`src/adc_out_pkg.sv`:
```
// What this block does
// Three output modes; serial register or serial clock pin level picks the mode.
// Parallel programming cannot reach the double-data-rate single-ended mode.
// Full-rate mode drives all 16 sample bits plus true and complement clocks.
// DDR single-ended mode puts two sample bits on each of 8 lines.
// DDR differential mode uses 8 data pairs and a clock pair.
// Stabilizer accepts 30 to 70 percent duty, makes 50 percent internal clock.
// Stabilizer needs one hundred encode cycles to lock after change or stop.
// Stabilizer enable comes from clock control bit or chip-select pin level.
// Controller keeps stabilizer off below 5Msps.
// Clock source keeps negative encode input above 200mV in differential mode.
// Optional features are written into the mode control registers over SPI.
// A conversion starts on each rising edge of the positive encode input.
// Full-rate data change with the falling edge of the true output clock.
// Parallel mode: serial clock pin low gives full-rate, high gives differential.
// DDR modes: even bits while true clock low, odd bits while high.
// Both halves of a sample fit one encode period; clock toggles per half.
// Receiver rebuilds each sample from low-phase and high-phase captures.
package adc_out_pkg;
  typedef enum logic [1:0]
  {
    MODE_FULL = 2'b00,
    MODE_DDR_SE = 2'b01,
    MODE_DDR_DIFF = 2'b11
  } out_mode_t;
  localparam int CORE_CLK_NS = 40;
  localparam int SAMPLE_WIDTH = 16;
  localparam int DDR_LINES = 8;
  localparam int PERIOD_WIDTH = 8;
  localparam logic [PERIOD_WIDTH-1:0] STOP_LIMIT = 8'hff;
  localparam int LOCK_ENCODE_CYCLES = 100;
  localparam logic [6:0] LOCK_COUNT = 7'(LOCK_ENCODE_CYCLES);
  localparam logic [PERIOD_WIDTH-1:0] PERIOD_TOLERANCE = 8'h01;
  localparam logic [PERIOD_WIDTH-1:0] MIN_PERIOD = 8'h02;
endpackage

```
`src/duty_stabilizer.sv`:
```
`timescale 1ns/1ns
`default_nettype none
module duty_stabilizer
(
  input wire logic clk,
  input wire logic rst,
  input wire logic enc_rise,
  input wire logic enc_level,
  input wire logic enable,
  output logic samp_clk,
  output logic locked
);
  logic [adc_out_pkg::PERIOD_WIDTH-1:0] cnt_reg;
  logic [adc_out_pkg::PERIOD_WIDTH-1:0] period_reg;
  logic [adc_out_pkg::PERIOD_WIDTH-1:0] period_next;
  logic [adc_out_pkg::PERIOD_WIDTH-1:0] diff;
  logic [6:0] lock_reg;
  logic stopped;
  logic changed;
  logic regen_reg;

  assign period_next = cnt_reg + 8'h01;
  assign diff = (period_next > period_reg) ? period_next - period_reg : period_reg - period_next;
  assign stopped = (cnt_reg == adc_out_pkg::STOP_LIMIT);
  assign changed = diff > adc_out_pkg::PERIOD_TOLERANCE;

  always_ff @(posedge clk or posedge rst)
  begin
    if (rst)
    begin
      cnt_reg <= '0;
      period_reg <= '0;
    end
    else if (enc_rise)
    begin
      cnt_reg <= '0;
      period_reg <= period_next;
    end
    else if (!stopped)
    begin
      cnt_reg <= cnt_reg + 8'h01;
    end
  end

  // Lock restarts on a period jump or a stopped clock
  always_ff @(posedge clk or posedge rst)
  begin
    if (rst)
    begin
      lock_reg <= '0;
    end
    else if (!enable || stopped)
    begin
      lock_reg <= '0;
    end
    else if (enc_rise)
    begin
      if (changed)
      begin
        lock_reg <= '0;
      end
      else if (lock_reg != adc_out_pkg::LOCK_COUNT)
      begin
        lock_reg <= lock_reg + 7'h01;
      end
    end
  end

  // High for the first half of the measured period whatever the input duty
  always_ff @(posedge clk or posedge rst)
  begin
    if (rst)
    begin
      regen_reg <= 1'b0;
    end
    else if (enc_rise)
    begin
      regen_reg <= 1'b1;
    end
    else if (period_reg < adc_out_pkg::MIN_PERIOD || cnt_reg + 8'h01 >= (period_reg >> 1))
    begin
      regen_reg <= 1'b0;
    end
  end

  assign samp_clk = enable ? regen_reg : enc_level;
  assign locked = enable && (lock_reg == adc_out_pkg::LOCK_COUNT);
endmodule
`default_nettype wire

```
`src/adc_output_mode_and_clock_stabilizer.sv`:
```
`timescale 1ns/1ns
`default_nettype none
module adc_output_mode_and_clock_stabilizer
(
  input wire logic CORE_CLK,
  input wire logic SYS_RST,
  input wire logic PROG_MODE_SELECT,
  input wire logic SERIAL_CLOCK_PIN,
  input wire logic CHIP_SELECT_PIN,
  input wire logic [1:0] OUTPUT_MODE_REG,
  input wire logic CLOCK_CONTROL_DCS_EN,
  input wire logic ENCODE_POS,
  input wire logic ENCODE_NEG,
  input wire logic [15:0] SAMPLE_IN,
  output logic [15:0] SAMPLE_BITS,
  output logic [7:0] DDR_LINES,
  output logic [7:0] DDR_PAIR_P,
  output logic [7:0] DDR_PAIR_N,
  output logic DATA_OUT_CLOCK_TRUE,
  output logic DATA_OUT_CLOCK_COMP,
  output logic [1:0] ACTIVE_MODE,
  output logic DCS_ENABLED,
  output logic DCS_LOCKED,
  output logic ENCODE_SINGLE_ENDED,
  output logic SAMPLE_STROBE
);
  logic [4:0] meta_reg;
  logic [4:0] sync_reg;
  logic enc_prev_reg;
  logic enc_rise;
  logic parallel;
  logic dcs_en;
  logic samp_clk;
  logic samp_prev_reg;
  logic samp_rise;
  logic samp_fall;
  logic [15:0] captured_reg;
  logic [15:0] word_reg;
  logic [7:0] half_reg;
  logic [7:0] half_next;
  adc_out_pkg::out_mode_t mode;

  function automatic adc_out_pkg::out_mode_t pick_mode(input logic par, input logic pin, input logic [1:0] reg_val);
    adc_out_pkg::out_mode_t m;
    m = adc_out_pkg::MODE_FULL;
    if (par)
    begin
      m = pin ? adc_out_pkg::MODE_DDR_DIFF : adc_out_pkg::MODE_FULL; // see R14
    end
    else
    begin
      case (reg_val)
        2'b01: m = adc_out_pkg::MODE_DDR_SE;
        2'b11: m = adc_out_pkg::MODE_DDR_DIFF;
        default: m = adc_out_pkg::MODE_FULL;
      endcase
    end
    return m;
  endfunction

  // Pins from outside the core domain pass two flip-flops
  always_ff @(posedge CORE_CLK or posedge SYS_RST)
  begin
    if (SYS_RST)
    begin
      meta_reg <= '0;
      sync_reg <= '0;
    end
    else
    begin
      meta_reg <= {ENCODE_NEG, ENCODE_POS, CHIP_SELECT_PIN, SERIAL_CLOCK_PIN, PROG_MODE_SELECT};
      sync_reg <= meta_reg;
    end
  end

  assign parallel = sync_reg[0];
  assign mode = pick_mode(parallel, sync_reg[1], OUTPUT_MODE_REG); // see R1
  assign dcs_en = parallel ? sync_reg[2] : CLOCK_CONTROL_DCS_EN;
  assign enc_rise = sync_reg[3] && !enc_prev_reg;

  always_ff @(posedge CORE_CLK or posedge SYS_RST)
  begin
    if (SYS_RST)
    begin
      enc_prev_reg <= 1'b0;
      samp_prev_reg <= 1'b0;
    end
    else
    begin
      enc_prev_reg <= sync_reg[3];
      samp_prev_reg <= samp_clk;
    end
  end

  duty_stabilizer u_dcs
  (
    .clk(CORE_CLK),
    .rst(SYS_RST),
    .enc_rise(enc_rise),
    .enc_level(sync_reg[3]),
    .enable(dcs_en),
    .samp_clk(samp_clk),
    .locked(DCS_LOCKED)
  );

  assign samp_rise = samp_clk && !samp_prev_reg;
  assign samp_fall = !samp_clk && samp_prev_reg;

  // Conversion result is taken on the encode rising edge
  always_ff @(posedge CORE_CLK or posedge SYS_RST)
  begin
    if (SYS_RST)
    begin
      captured_reg <= '0;
    end
    else if (enc_rise)
    begin
      captured_reg <= SAMPLE_IN;
    end
  end

  // One word per internal period; both halves fit inside it
  always_ff @(posedge CORE_CLK or posedge SYS_RST)
  begin
    if (SYS_RST)
    begin
      word_reg <= '0;
    end
    else if (samp_rise)
    begin
      word_reg <= captured_reg;
    end
  end

  // Clock low in the first half, high in the second half
  always_ff @(posedge CORE_CLK or posedge SYS_RST)
  begin
    if (SYS_RST)
    begin
      DATA_OUT_CLOCK_TRUE <= 1'b0;
      DATA_OUT_CLOCK_COMP <= 1'b1;
    end
    else if (samp_rise)
    begin
      DATA_OUT_CLOCK_TRUE <= 1'b0; // see R13
      DATA_OUT_CLOCK_COMP <= 1'b1; // see R3
    end
    else if (samp_fall)
    begin
      DATA_OUT_CLOCK_TRUE <= 1'b1;
      DATA_OUT_CLOCK_COMP <= 1'b0;
    end
  end

  always_ff @(posedge CORE_CLK or posedge SYS_RST)
  begin
    if (SYS_RST)
    begin
      SAMPLE_BITS <= '0;
    end
    else if (samp_rise)
    begin
      SAMPLE_BITS <= (mode == adc_out_pkg::MODE_FULL) ? captured_reg : 16'h0000; // see R3
    end
  end

  // Even bit on the internal rise, odd bit from the held word on the fall
  // The chosen half is held here, apart from the mode gating below
  for (genvar g = 0; g < adc_out_pkg::DDR_LINES; g++)
  begin
    assign half_next[g] = samp_rise ? captured_reg[2*g] : (samp_fall ? word_reg[2*g+1] : half_reg[g]);
  end

  // Gated by mode on every edge, so a mode switch never leaves a pair half driven
  // Unused lines of the other modes are held low to keep switching noise down
  always_ff @(posedge CORE_CLK or posedge SYS_RST)
  begin
    if (SYS_RST)
    begin
      half_reg <= '0;
      DDR_LINES <= '0;
      DDR_PAIR_P <= '0;
      DDR_PAIR_N <= '0;
    end
    else
    begin
      half_reg <= half_next;
      DDR_LINES <= (mode == adc_out_pkg::MODE_DDR_SE) ? half_next : 8'h00; // see R4
      DDR_PAIR_P <= (mode == adc_out_pkg::MODE_DDR_DIFF) ? half_next : 8'h00; // see R5
      DDR_PAIR_N <= (mode == adc_out_pkg::MODE_DDR_DIFF) ? ~half_next : 8'h00;
    end
  end

  always_ff @(posedge CORE_CLK or posedge SYS_RST)
  begin
    if (SYS_RST)
    begin
      ACTIVE_MODE <= adc_out_pkg::MODE_FULL;
      DCS_ENABLED <= 1'b0;
      SAMPLE_STROBE <= 1'b0;
    end
    else
    begin
      ACTIVE_MODE <= mode;
      DCS_ENABLED <= dcs_en;
      SAMPLE_STROBE <= samp_rise;
    end
  end

  // A differential pair is never low on both inputs; a grounded complement is
  // Limitation: skew between the two sync paths may set it briefly; a high complement clears it
  always_ff @(posedge CORE_CLK or posedge SYS_RST)
  begin
    if (SYS_RST)
    begin
      ENCODE_SINGLE_ENDED <= 1'b0;
    end
    else if (!sync_reg[4] && !sync_reg[3])
    begin
      ENCODE_SINGLE_ENDED <= 1'b1;
    end
    else if (sync_reg[4])
    begin
      ENCODE_SINGLE_ENDED <= 1'b0;
    end
  end
endmodule
`default_nettype wire

```
`config.mk`:
```
export PLATFORM = sky130hd
export DESIGN_NAME = adc_output_mode_and_clock_stabilizer
export DESIGN_NICKNAME = d
export VERILOG_FILES = /design/src/adc_out_pkg.sv /design/src/duty_stabilizer.sv /design/src/adc_output_mode_and_clock_stabilizer.sv
export SDC_FILE = /design/constraint.sdc
export NUM_CORES = 1
export LEC_CHECK = 0
export BUFFER_PORTS_ARGS = -buffer_cell sky130_fd_sc_hd__buf_2
export CORE_ASPECT_RATIO = 0.7
export CORE_UTILIZATION = 23
export CTS_BUF_LIST = sky130_fd_sc_hd__clkbuf_4
export CTS_CLUSTER_SIZE = 25
export DETAILED_ROUTE_END_ITERATION = 10
export HOLD_SLACK_MARGIN = 0.12
export PLACE_DENSITY = 0.36
export SETUP_SLACK_MARGIN = 0.5
export SLEW_MARGIN = 10
export SYNTH_ARGS = -nofsm -noshare
export SYNTH_HDL_FRONTEND = slang
export SYNTH_HIERARCHICAL = 1
export SYNTH_SLANG_ARGS = --single-unit
```
`constraint.sdc`:
```
create_clock -name CORE_CLK -period 4.56 [get_ports CORE_CLK]
set_clock_uncertainty 0.2 [all_clocks]
set_input_delay 0.912 -clock CORE_CLK [delete_from_list [all_inputs] [get_ports CORE_CLK]]
set_output_delay 0.912 -clock CORE_CLK [all_outputs]
set_load 0.01 [all_outputs]
```
Word level (Yosys, flattened, before mapping)
Cells that the tools add are included.

cells by class
  add/sub/neg operators = 4
  multiplexer cells = 40
  eq/ne operators = 8
  magnitude comparators = 4
  bitwise logic cells = 1
  reduce and logical (&&, ||, !) cells = 20

operators by type and width
  cell                 count
  $mux 8               6
  $mux 7               4
  $mux 1               26
  $mux 16              1
  $sub 8x8->8          2
  $add 8x1->8 const B  1
  $eq 8x8->1 const B   1
  $ge 8x7->1           1
  $gt 8x1->1 const B   1
  $gt 8x8->1           1
  $lt 8x2->1 const B   1
  $not 8->8            1
  $reduce_bool 2->1    4
  $add 7x1->7 const B  1
  $eq 7x7->1 const B   1
  $ne 7x7->1 const B   1
  $logic_not 1->1      6
  $logic_and 1x1->1    5
  $eq 2x1->1 const B   2
  $eq 2x2->1 const B   2
  $mux 2               2
  $pmux 2 s2           1
  $reduce_bool 3->1    1
  $logic_not 2->1      1
  other kinds (3)      4

storage, ports and cells
  input port bits = 26
  output and inout bits = 48
  flip-flop bits (word level) = 123

Depth between registers and ports, before layout
  depth in word-level cells = 8
  depth in mapped cells = 14
  depth with buffers taken out = 13

Modules after synthesis
The synthesis kept the hierarchy.

modules (own cells, without submodules)
  module                                seq. area each (µm²)  times used  area an instance (µm²)  cells an instance
  adc_output_mode_and_clock_stabilizer  2,278.4               1           3,554.7                 255
  duty_stabilizer                       600.6                 1           2,093.3                 232

Worst setup path before layout
OpenSTA, ideal clock, no wires.

  path type = reg2reg
  from = register u_dcs/cnt_reg[0] (netlist name)
  to = register u_dcs.lock_reg[4]
  data required time = 4,296 ps
  setup slack = 1,283 ps
  arrival time = 3,014 ps
  library setup time = 64 ps
  stages on the path, launching flop included = 14
  cell sequence = dfrtp_1 ha_1 xnor2_1 inv_1 ha_1 buf_6 or2_1 o31a_1 xor2_1 or3_4 nor4_4 a32oi_4 nor4bb_2 a21o_1

between the ends
  longest elaborated chain between the ends = 7

ends and longest elaborated chain
  item                                       RTL line               text
  start, declared                            duty_stabilizer.sv:13  logic [adc_out_pkg::PERIOD_WIDTH-1:0] cnt_reg;
  start signal, assigned                     duty_stabilizer.sv:41  cnt_reg <= cnt_reg + 8'h01;
  $add 8x1->8 (*)                            duty_stabilizer.sv:22  assign period_next = cnt_reg + 8'h01;
  net u_dcs.period_next, one bit             duty_stabilizer.sv:15  logic [adc_out_pkg::PERIOD_WIDTH-1:0] period_next;
  $sub 8x8->8 or $gt 8x8->1 (tied branches)  duty_stabilizer.sv:23  assign diff = (period_next > period_reg) ? period_next - period_reg : period_reg - period_next;
  $mux 8 (*)                                 duty_stabilizer.sv:23
  $gt 8x1->1 (*)                             duty_stabilizer.sv:25  assign changed = diff > adc_out_pkg::PERIOD_TOLERANCE;
  $mux 7                                     duty_stabilizer.sv:58  if (changed)
  $mux 7                                     duty_stabilizer.sv:56  else if (enc_rise)
  $mux 7                                     duty_stabilizer.sv:52  else if (!enable || stopped)
  end signal, assigned                       duty_stabilizer.sv:64  lock_reg <= lock_reg + 7'h01;
  end, declared                              duty_stabilizer.sv:17  logic [6:0] lock_reg;

The timed path passes the listed nets; every way through them passes the cells marked *. The select of a mux whose other input is x is not followed.
A chain may end at the register's enable or synchronous reset.

Worst setup path after layout
  from = register u_dcs/cnt_reg[0] (netlist name)
  to = register u_dcs.lock_reg[1]

Same word-level chain as after synthesis.

==> summary.md <==
| Metric | Value |
|---|---|
| Synth warnings | `6` |
| Yosys top cell area share | `0.505` |
| Max_slew headroom | `0.311` |
| Initial Util | `0.237` |
| R2R Setup Slk | `0.80 ns` |
| Reg2reg end | `u_dcs/lock_reg[1]$_DFFE_PP0P_` |
| Die width | `189 um` |
| Vias per std cell | `4.39` |
| Peak VDD IR | `163 uV` |
| Setup Fix Bufs, Post-CTS | `0` |
| Max-Cap Viols | `0` |
| Commonest non-fill, non-tap cell in the layout | `dfrtp_1` |
| Hold Path Depth | `0` |
| Register area | `2880 um^2` |
| Site Rows | `47` |
| CTS tree | `yes` |
| GP Congestion | `0.780` |
| Antenna-violating nets left | `0` |
| Setup Total Neg Slack | `0 ns` |
| Top FF cell, synth | `dfrtp_1` |
| Pre-CTS setup slack | `0.897 ns` |
| Vias | `3,925` |
| CP Class | `register to register` |
| Area occupied by multi-input gates | `2480 um^2` |
| RSZ-0062 raised after global routing | `no` |
| First-pass GRT wire length | `24,100 um` |
| Drt pass-1 iters | `4` |
| CTS max path bufs | `2` |
| WL final | `15,200 um` |
| Reported net switching power | `1.36 mW` |
| Placeable Area | `23,900 um^2` |
| Crit start category | `register` |
| IO Port Bufs | `73` |
| Commonest cells after routing, fill and taps aside | `dfrtp_1 (114), buf_2 (73), inv_1 (35)` |
| DRC | `0` |
| Largest net degree at the start of global routing | `57` |
| Final hold vios | `0` |
| Post-synth EDFFs | `0` |
| Num CTS Buffers | `17` |
| Synth Instances | `487` |
| P_int | `2.16 mW` |
| Crit-path max FO | `9` |
| Min-Delay Startpoint | `meta_reg[4]$_DFF_PP0_` |
| Worst EP required | `4.78 ns` |
| # resized after CTS | `0` |
| Clock transition at path regs | `0.10 ns` |
| Fin crit share | `0.824` |
| Post-Syn Nets | `542` |
| Clock Sinks | `115` |
| Hold Slack | `0.160 ns` |
| Hold_buf cts | `0` |
| Worst Hold Endpoint | `sync_reg[4]$_DFF_PP0_` |
| 1st-iter DRT viols | `273` |
| Mean area per synthesized cell | `11.6 um^2` |
| Worst R2R Path Depth | `12` |
| HP Class | `register to register` |
| Switching Fraction | `0.386` |
| HPWL after DPL | `10,700 um` |
| Share of cells above drive strength 1 | `0.287` |
| Synth-to-Final Area Change | `16.3%` |
| Fin nets | `617` |
| Synth unique cells | `62` |
| WL/cell | `17.0 um` |
| Crit path capture type | `register` |
| FF+latch count, synth | `115` |
| Gr ovfl total | `0` |
| LEAKAGE | `3.08 nW` |
| Fin crit period | `3.76 ns` |
| Die height | `133 um` |
| Leading area contributor after synthesis | `dfrtp_1` |
| R2R Path Start | `u_dcs/cnt_reg[0]$_DFFE_PP0P_` |
| PnR worst setup slack | `0.803 ns` |
| Die area | `25,200 um^2` |
| Async SR Flop Fraction | `1.00` |
| Synth Cell Area | `5650 um^2` |
| Share of power burned in registers | `0.415` |
| Initial antenna violation count | `2` |
| Status | `complete, no violations` |
| Worst skew pair latency | `0.53 ns` |
| CTS root buf | `clkbuf_4` |
| Power Density | `535 nW/um^2` |
| I/O pin cnt | `74` |
| Register area share after synthesis | `0.510` |
| Vias in the first global route | `3,972` |
| Gr usage total | `0.128` |
| H-tree levels | `4` |
| Proportion of power drawn by the clock network | `0.206` |
| Highest Clock Rate | `0.266 GHz` |
| Final Max Slew Viols | `0` |
| Combinational share of power | `0.379` |
| Worst Max-Slew Pin Slew | `1.03 ns` |
| Fill cells | `2,547` |
| CP arrival | `3.98 ns` |
| Top post-synthesis cells by area | `dfrtp_1 (51%), ha_1 (6.0%), mux2_2 (4.8%)` |
| # setup viols final | `0` |
## through the flow
step                total power, mW   util  cell area (um^2)  instances
floorplan                      2.38      -              5650        487
global placement               2.81  0.264              6310        861
detailed placement             2.80  0.264              6310        861
CTS                            3.57  0.275              6570        893
global route                   3.78  0.275              6570        894
finish                         3.52  0.275              6570        894
## cell families after synthesis
logic type	share of synthesized area
multiplexers	0.0771
flip-flops	0.510
buffers and inverters	0.0525
AND/OR/NAND/NOR	0.113
AO/OA/AOI/OAI	0.161
adder cells (fa/ha/maj)	0.0669
XOR/XNOR	0.0202
## how the worst max path moves through the flow
stage | startpoint | end | slack (ns) | depth (start not counted)
3_5_place_dp | u_dcs/cnt_reg[0]$_DFFE_PP0P_ | u_dcs/lock_reg[1]$_DFFE_PP0P_ | 0.90 | 12
5_1_grt | u_dcs/cnt_reg[0]$_DFFE_PP0P_ | u_dcs/lock_reg[1]$_DFFE_PP0P_ | 0.52 | 13
3_3_place_gp | u_dcs/cnt_reg[0]$_DFFE_PP0P_ | u_dcs/lock_reg[1]$_DFFE_PP0P_ | 0.97 | 12
6_report | u_dcs/cnt_reg[0]$_DFFE_PP0P_ | u_dcs/lock_reg[1]$_DFFE_PP0P_ | 0.80 | 12
2_1_floorplan | SYS_RST | ACTIVE_MODE[0]$_DFF_PP0_ | 1.09 | 1
4_1_cts | u_dcs/cnt_reg[0]$_DFFE_PP0P_ | u_dcs/lock_reg[1]$_DFFE_PP0P_ | 0.83 | 12
## Yosys cell counts, drive strengths merged (2+ instances only)
cell and count:
or3b 3, o21ai 22, ha 27, xor2 8, xnor2 5, inv 37, nor2 24, o22ai 3
o2bb2ai 17, fa 2, nor4 2, o21bai 2, a21oi 30, and2 9, a21o 10, and3 2
nand4 4, a221oi 16, buf 17, mux2 27, nand2b 5, and4 2, o211ai 2, a31oi 2
dfrtp 114, nor3 2, clkbuf 6, nand3b 3, nand3 7, a211oi 9, nor4bb 2, mux2i 12
nor2b 12, nand2 29
## layout make-up
class                           count  share of cell area
Inverter                           37              0.0215
Timing Repair Buffer               79              0.0625
Sequential cell                   115               0.438
Tap cell                          318              0.0605
Clock inverter                     13              0.0179
Clock buffer                       19              0.0217
Multi-Input combinational cell    312               0.377
Antenna cell                        1            0.000381
## power by group through the flow
stage	Sequential (mW)	Combinational (mW)	Clock [mW]
3_3_place_gp	1.48	1.33	0
4_1_cts	1.46	1.34	0.771
2_1_floorplan	1.47	0.907	0
5_1_grt	1.50	1.47	0.816
6_report	1.46	1.33	0.724
3_5_place_dp	1.48	1.32	0
## critical path: stages, from the launching register on
cell and delay [ns]:
dfrtp_1 0.48, ha_1 0.32, xnor2_1 0.32, inv_1 0.13
ha_1 0.48, nand2b_1 0.10, a21oi_1 0.28, mux2i_1 0.26
a31oi_1 0.06, and4_4 0.20, a32oi_4 0.35, o22ai_1 0.20
a32o_1 0.26
## metal layers
metal,global-route usage,vias up,share of wire
li1,-,1885,-
met1,0.208,1943,0.58
met2,0.155,80,0.36
met3,0.0390,15,0.040
met4,0.0381,2,0.013
met5,0,-,0.00066
Note: power is estimated with default switching activity, not from simulation.
